<file path="src/logic/icx_map.svh">
// Constants for the idle / normalize / invert / OR execution block.
// Assumes inclusion by the package and the execution modules.
`ifndef ICX_MAP_SVH
`define ICX_MAP_SVH
`define ICX_W 32
`define ICX_LW 40
`define ICX_CNT_W 4
`define ICX_IDLE_MAX 4'h8
`define ICX_IDLE_NONE 4'h0
`define ICX_CST_W 5
`define ICX_OPL_W 7
`define ICX_OPS_W 6
`define ICX_L_OR_REG 7'h7f
`define ICX_L_OR_CST 7'h7e
`define ICX_L_NORM_INT 7'h63
`define ICX_L_NORM_LONG 7'h60
`define ICX_S_OR_REG 6'h1b
`define ICX_S_OR_CST 6'h1a
`define ICX_NCNT_W 6
`endif

</file>
<file path="src/logic/icx_pkg.sv">
// Types shared by the execution block.
// Assumes icx_map.svh is on the include path.
`include "icx_map.svh"
package icx_pkg;
    typedef enum logic [1:0] {
        ICX_UNIT_L = 2'h1,
        ICX_UNIT_S = 2'h2
    } icx_unit_t;

    typedef enum logic [3:0] {
        ICX_OP_OR = 4'h1,
        ICX_OP_NOT = 4'h2,
        ICX_OP_NORM = 4'h4,
        ICX_OP_NONE = 4'h8
    } icx_op_t;

    typedef struct packed {
        logic valid;
        icx_unit_t unit;
        logic [`ICX_OPL_W-1:0] opfield;
        logic [`ICX_W-1:0] src1;
        logic [`ICX_CST_W-1:0] signed_five_bit_constant;
        logic [`ICX_LW-1:0] src2;
        logic [4:0] dst;
    } icx_issue_t;

    typedef struct packed {
        logic valid;
        logic [4:0] dst;
        logic [`ICX_LW-1:0] data;
    } icx_result_t;

    typedef struct packed {
        logic valid;
        logic alone;
        logic [`ICX_CNT_W-1:0] count;
    } icx_idle_t;
endpackage

</file>
<file path="src/logic/icx_norm.sv">
// Redundant sign bit counter for 32-bit and 40-bit sources.
// Assumes combinational use within a single execute stage.
`timescale 1ns/10ps
`include "icx_map.svh"
module icx_norm
    import icx_pkg::*;
(
    input wire logic [`ICX_LW-1:0] src,
    input wire logic is_long,
    output logic [`ICX_NCNT_W-1:0] cnt
);
    // Bits below the sign that equal it, scanning downward
    function automatic logic [`ICX_NCNT_W-1:0] sign_run(
        input logic [`ICX_LW-1:0] v, input logic lng);
        logic [`ICX_NCNT_W-1:0] n;
        logic stop;
        int top;
        n = '0;
        stop = 1'b0;
        top = lng ? `ICX_LW - 1 : `ICX_W - 1;
        for (int i = `ICX_LW - 2; i >= 0; i--) begin
            if (i < top && !stop) begin
                if (v[i] == v[top]) begin
                    n = n + 6'h01;
                end else begin
                    stop = 1'b1;
                end
            end
        end
        return n;
    endfunction

    assign cnt = sign_run(src, is_long);
endmodule

</file>
<file path="src/logic/icx_exec.sv">
// Execution of idle, normalize, invert and OR in the .L/.S datapath.
// Assumes dispatch presents one decoded issue per cycle and a branch
// completion pulse; results are registered one cycle after issue.
`timescale 1ns/10ps
`include "icx_map.svh"
// Summary of operation
// RQ1: Idle holds the pipeline for count field plus one cycles.
// RQ2: Idle length at most nine; dispatcher encodes length minus one.
// RQ3: Idle without operand encodes zero count, acting as one-cycle idle.
// RQ4: Multicycle idle ends early once a pending branch completes.
// RQ5: One-cycle idle beside other instructions changes nothing.
// RQ6: Normalize writes count of bits below sign equal to sign, one cycle.
// RQ7: Invert writes the bitwise complement of the 32-bit source.
// RQ8: OR writes bitwise OR of two words, on .L and .S, one cycle.
// RQ9: Five-bit constant form sign-extends to a full word before OR.
// RQ10: Opfield picks register or constant OR form per unit.
// RQ11: Long normalize counts redundant sign bits across all forty bits.
module icx_exec
    import icx_pkg::*;
(
    input wire logic sys_clk,
    input wire logic rst,
    input wire icx_issue_t issue,
    input wire icx_idle_t idle_req,
    input wire logic branch_done,
    output icx_result_t result,
    output logic stall,
    output logic idle_err
);
    typedef enum logic [1:0] {
        ICX_ST_RUN = 2'h1,
        ICX_ST_IDLE = 2'h2
    } icx_state_t;

    icx_state_t state_r, state_nxt;
    logic [`ICX_CNT_W-1:0] left_r, left_nxt;
    icx_result_t result_r, result_nxt;
    logic err_r;

    function automatic logic [`ICX_W-1:0] sext5(input logic [`ICX_CST_W-1:0] c);
        return {{(`ICX_W-`ICX_CST_W){c[`ICX_CST_W-1]}}, c};
    endfunction

    function automatic logic [`ICX_LW-1:0] zext32(input logic [`ICX_W-1:0] v);
        return {{(`ICX_LW-`ICX_W){1'b0}}, v};
    endfunction

    // Opfield decode, per unit
    wire is_l = issue.unit == ICX_UNIT_L;
    wire is_s = issue.unit == ICX_UNIT_S;
    wire [`ICX_OPS_W-1:0] op_s = issue.opfield[`ICX_OPS_W-1:0];
    wire or_reg = (is_l && issue.opfield == `ICX_L_OR_REG)
        || (is_s && op_s == `ICX_S_OR_REG); // [RQ10]
    wire or_cst = (is_l && issue.opfield == `ICX_L_OR_CST)
        || (is_s && op_s == `ICX_S_OR_CST); // [RQ10]
    wire norm_int = is_l && issue.opfield == `ICX_L_NORM_INT;
    wire norm_long = is_l && issue.opfield == `ICX_L_NORM_LONG;
    // Invert is issued as XOR with all ones; any other code of ours maps here
    wire do_not = !or_reg && !or_cst && !norm_int && !norm_long;

    wire [`ICX_W-1:0] src2_w = issue.src2[`ICX_W-1:0];
    wire [`ICX_W-1:0] or_a = or_cst ? sext5(issue.signed_five_bit_constant)
        : issue.src1; // [RQ9]
    wire [`ICX_W-1:0] or_val = or_a | src2_w; // [RQ8]
    wire [`ICX_W-1:0] not_val = src2_w ^ {`ICX_W{1'b1}}; // [RQ7]
    wire [`ICX_NCNT_W-1:0] norm_cnt;
    wire [`ICX_LW-1:0] norm_src = norm_long ? issue.src2 : zext32(src2_w);

    icx_norm u_norm (
        .src(norm_src),
        .is_long(norm_long), // [RQ11]
        .cnt(norm_cnt)
    );

    wire [`ICX_LW-1:0] op_val = (or_reg || or_cst) ? zext32(or_val)
        : (do_not ? zext32(not_val)
        : {{(`ICX_LW-`ICX_NCNT_W){1'b0}}, norm_cnt}); // [RQ6]

    // A lone idle with zero count costs one cycle; beside others it is inert
    wire idle_multi = idle_req.valid && idle_req.count != `ICX_IDLE_NONE; // [RQ3]
    wire idle_cap = idle_req.count > `ICX_IDLE_MAX; // [RQ2]
    wire [`ICX_CNT_W-1:0] idle_cnt = idle_cap ? `ICX_IDLE_MAX : idle_req.count;
    wire run = state_r == ICX_ST_RUN;

    // Idle: issued cycle plus count more cycles
    always_comb begin
        state_nxt = state_r;
        left_nxt = left_r;
        case (state_r)
            ICX_ST_RUN: begin
                if (idle_multi && !branch_done) begin
                    state_nxt = ICX_ST_IDLE; // [RQ1]
                    left_nxt = idle_cnt;
                end
            end
            ICX_ST_IDLE: begin
                if (branch_done || left_r == 4'h1) begin
                    state_nxt = ICX_ST_RUN; // [RQ4]
                    left_nxt = '0;
                end else begin
                    left_nxt = left_r - 4'h1;
                end
            end
            default: begin
                state_nxt = ICX_ST_RUN;
                left_nxt = '0;
            end
        endcase
    end

    always_comb begin
        result_nxt = '0;
        // Idle cycles suppress issue; companions of a zero-count idle still run
        if (run && issue.valid) begin // [RQ5]
            result_nxt.valid = 1'b1;
            result_nxt.dst = issue.dst;
            result_nxt.data = op_val;
        end
    end

    always_ff @(posedge sys_clk or posedge rst) begin
        if (rst) begin
            state_r <= ICX_ST_RUN;
            left_r <= '0;
            result_r <= '0;
            err_r <= 1'b0;
        end else begin
            state_r <= state_nxt;
            left_r <= left_nxt;
            result_r <= result_nxt;
            err_r <= run && idle_req.valid && idle_cap;
        end
    end

    assign result = result_r;
    // Stall decodes the registered state, so it rises the cycle after the idle issues
    assign stall = !run;
    assign idle_err = err_r;
endmodule

</file>
<file path="config.mk">
export PLATFORM = sky130hd
export DESIGN_NAME = icx_exec
export DESIGN_NICKNAME = d
export VERILOG_FILES = /design/src/logic/icx_pkg.sv /design/src/logic/icx_norm.sv /design/src/logic/icx_exec.sv
export VERILOG_INCLUDE_DIRS = /design/src /design/src/logic
export SDC_FILE = /design/constraint.sdc
export NUM_CORES = 1
export LEC_CHECK = 0
export ABC_AREA = 1
export BUFFER_PORTS_ARGS = -buffer_cell sky130_fd_sc_hd__buf_4
export CORE_UTILIZATION = 61
export CTS_BUF_LIST = sky130_fd_sc_hd__clkbuf_4
export CTS_CLUSTER_DIAMETER = 40
export CTS_CLUSTER_SIZE = 10
export DETAILED_ROUTE_END_ITERATION = 6
export GPL_TIMING_DRIVEN = 0
export PLACE_DENSITY = 0.92
export SLEW_MARGIN = 20
export SYNTH_ARGS = -nofsm -noshare
export SYNTH_HDL_FRONTEND = slang
export SYNTH_SLANG_ARGS = --single-unit
</file>
<file path="constraint.sdc">
create_clock -name sys_clk -period 1.65 [get_ports sys_clk]
set_input_delay 0.165 -clock sys_clk [delete_from_list [all_inputs] [get_ports sys_clk]]
set_output_delay 0.165 -clock sys_clk [all_outputs]
set_load 0.03 [all_outputs]
</file>
==> impl_metrics.ini, run 1 <==
[die]
die_w_um = 128
start_util = 0.633
row_count = 45
io-pin-count = 149
die_y_um = 128

[grt]
overflow = 167
grtUsageTotal = 0.782
grt_max_degree = 26

[clock_tree]
numClockSinks = 45
cts_buffers = 5
cts_root_buffer = clkbuf_4
cts_buffer_depth = 2
cts_max_level = 2

[placed_design]
placedCellCount = 2015
hpwl_mm = 22.5
dpl-instance-area_sq_um = 11500
io_buffers = 139
routabilityCongestion = 0.930

[sta]
crit_endpoint = result[5]$_DFF_PP0_/D
worstEndpointType = sequential cell input

[synth]
syn_area_sq_um = 9760
async_flop_share = 1.00
synth_cell_type_count = 62
yosys_register_bits = 45
synth.area.top_cells = nand2_1 (16%), nand3_1 (12%), dfrtp_1 (11%), inv_1 (11%), ha_1 (5.4%)
synth_top_area_frac = 0.164
synth-main-ff-cell = dfrtp_1
synth_top_area_cell = nand2_1
netlist_top_cells_count = nand2_1 (426), inv_1 (278), nand3_1 (243)
synth_warnings = 0
avgSynthCellArea_sq_um = 5.89
ys_seq_area_frac = 0.116
yosysMostFrequentCell = nand2_1
synthCells = 1657
synth-edff-count = 0

[outcome]
error = [ERROR GRT-0232] Routing congestion too high. Check the congestion heatmap in the GUI.
haltStage = global routing
status = aborted with a tool error
## per-stage QoR
stage	setup WS, ns	hold WS, ns
2_1_floorplan	-13.62	0.265
3_3_place_gp	-14.77	0.384
3_5_place_dp	-15.36	0.242
4_1_cts	-14.07	0.0118
## timing repair
| item | in CTS |
|---|---|
| endpoints found under the setup margin | 39 |
| setup buffers | 90 |
| pin swaps | 99 |
| resized for setup | 100 |
| hold buffers | 9 |
| endpoints found under the hold margin | 28 |
## metal layers
metal,overflow,global-route usage
met5,1,0.241
met4,69,0.834
met3,0,0.627
met2,93,0.966
met1,4,0.756
## cells by family after synthesis
kind of cell,Yosys count,share of synthesized area
AO/OA/AOI/OAI,170,0.106
XOR/XNOR,62,0.0691
adder cells (fa/ha/maj),42,0.0539
buffers and inverters,340,0.140
flip-flops,45,0.116
other,1,0.000384
AND/OR/NAND/NOR,997,0.514
==> run 2: changes to the inputs <==
CORE_UTILIZATION = 40   (was 61)
CTS_BUF_LIST = unset   (was sky130_fd_sc_hd__clkbuf_4)
CTS_CLUSTER_DIAMETER = unset   (was 40)
CTS_CLUSTER_SIZE = unset   (was 10)
PLACE_DENSITY = unset   (was 0.92)
PLACE_DENSITY_LB_ADDON = 0.15   (was unset)
==> impl_metrics.ini, run 2 <==
[outcome]
status = finished, violations left
violations = setup timing

[clock_tree]
cts_buffer_depth = 2
insertion_delay_ns = 0.32
cts_buffers = 5
cts_root_buffer = clkbuf_16
cts_max_level = 2
cts_tree = built
cts.clk_slew.worst_paths_ns = 0.07
numClockSinks = 45

[power]
powerDensity_nw_per_um2 = 494
finalPower_mw = 7.37
irDropWorstVdd_mv = 0.455
p_leak_nw = 7.96

[hold_path]
hold_path.class = in -> reg

[die]
die_area_sq_um = 25000
core_sq_um = 23700
die_w_um = 158
start_util = 0.412
io-pin-count = 149
die_y_um = 158
row_count = 56

[synth]
synth-edff-count = 0
synthCells = 1657
synth_top_area_cell = nand2_1
avgSynthCellArea_sq_um = 5.89
synth-simple-area-share = 0.514
syn_area_sq_um = 9760
synth_top_area_frac = 0.164
synth_top_family_by_area = simple AND/OR/NAND/NOR gates
synth-main-ff-cell = dfrtp_1
synth_cell_type_count = 62
synth.area.top_cells = nand2_1 (16%), nand3_1 (12%), dfrtp_1 (11%), inv_1 (11%), ha_1 (5.4%)
yosys.area_share.xor_xnor = 0.0691
netlist_top_cells_count = nand2_1 (426), inv_1 (278), nand3_1 (243)
async_flop_share = 1.00
yosysMostFrequentCell = nand2_1
synth-compound-area-share = 0.106
synthMuxAreaShare = 0
ys_seq_area_frac = 0.116
synth_warnings = 0
yosys.area_share.adder = 0.0539
yosys_register_bits = 45

[placed_design]
placedCellCount = 2122
hpwl_mm = 23.4
pre_cts_ws_ns = -15.25
routabilityCongestion = 0.903
io_buffers = 139
dpl-instance-area_sq_um = 11600

[sta]
setup_slack_ns = -14.71
skew_ns = 0.0149
worst_pin_slew_ns = 0.794
slew_headroom = 0.471
setup_viol = 21
fmax_mhz = 61.1
final.setup.tns_ns = -87.40
rsz0062_at_grt = yes
period_minus_slack_ns = 16.36
whs_ns = 0.0604
hold_violations = 0
fin_crit_sh = 9.91
drv_slew = 0

[finish]
drive_above_1_share = 0.410
areaGrowthSynthToFinish_pct = 52.7
largest_reg_flops = 38
final_area_sq_um = 14900
stdcell_count = 2362
mostFrequentLayoutCell = nand2_1
final_core_util = 0.629
final_nets = 2185
n_antenna_cell = 0
final_cell_mix = nand2_1 (342), buf_4 (318), inv_1 (249)

[setup_path]
crit_top_cell = nand2_2
path_class = in -> reg
cp-end-kind = register
critPathMaxFanout = 5
crit_slowest_cell = ha_1
cp.arrival_ns = 16.56
cp.required_ns = 1.85
startpoint_type = primary input
slowest_delay_ns = 0.29

[drt]
via_count = 12200
vias_per_cell = 5.14
wl_per_cell_um = 15.2
drt_iter0_drc = 666
drc = 0
ant_nets = 0
routed_wl_mm = 35.9
firstDrtPassIters = 5

[grt]
antenna_found_initial = 0
grtUsageTotal = 0.271
grt_max_degree = 46
overflow = 0
grt_pass1_wl_mm = 53.8
first_global_vias = 11400

[job]
maxCapViolations = 0
[run 2: timing repair]
action / in CTS / in global routing
hold buffers: 1 / 0
hold endpoints to repair: 11 / 0
resized for setup: 164 / 188
buffers inserted: 195 / 41
pin swaps: 108 / 135
endpoints found under the setup margin: 37 / 33
[run 2: cell type report]
type	instances	area (sq um)
Clock buffer	7	133
Timing Repair Buffer	371	3060
Fill cell	2110	8780
Buffer	26	204
Tap cell	319	399
Multi-Input combinational cell	1279	8740
Sequential cell	45	1130
Clock inverter	1	5.00
Inverter	314	1240
[run 2: worst max-delay path, delay by kind of cell]
kind	cells	cell delay, ns
compound gates	16	2.11
xor+xnor	2	0.34
fa+ha+maj	16	4.01
buf+inv	33	3.22
simple gates	62	6.68
[run 2: power breakdown]
group | switching (mW) | internal (mW)
Sequential | 0.0958 | 1.34
Combinational | 2.86 | 1.95
Clock | 0.554 | 0.566
Total | 3.51 | 3.86
[run 2: path summary, 6_finish.rpt]
kind,startpoint,end,slack [ns],cells after the start
max,issue[82],result[5],-14.71,129
min,issue[6],result[1],0.06,2
max reg2reg,state_r[0],result[23],0.06,4
min reg2reg,state_r[0],state_r[0],0.58,1
max in group asynchronous,rst,result[12],0.65,3
min in group asynchronous,rst,result[4],0.53,3
[run 2: per-layer routing]
metal  global-route usage  part of all wire  vias up
met4                0.111             0.046        0
met2                0.495              0.50      410
met3               0.0405             0.050      127
li1                     -                 -     6079
met5                    0                 0        -
met1                0.313              0.40     5535
[run 2: kinds of logic (layout without fill, tap and decap cells)]
logic type,after synthesis,count (layout)
xor+xnor,62,62
flops,45,45
compound gates,170,170
other cells,1,8
fa+ha+maj,42,42
buf+inv,340,719
simple gates,997,997
Note: power is estimated with default switching activity, not from simulation.
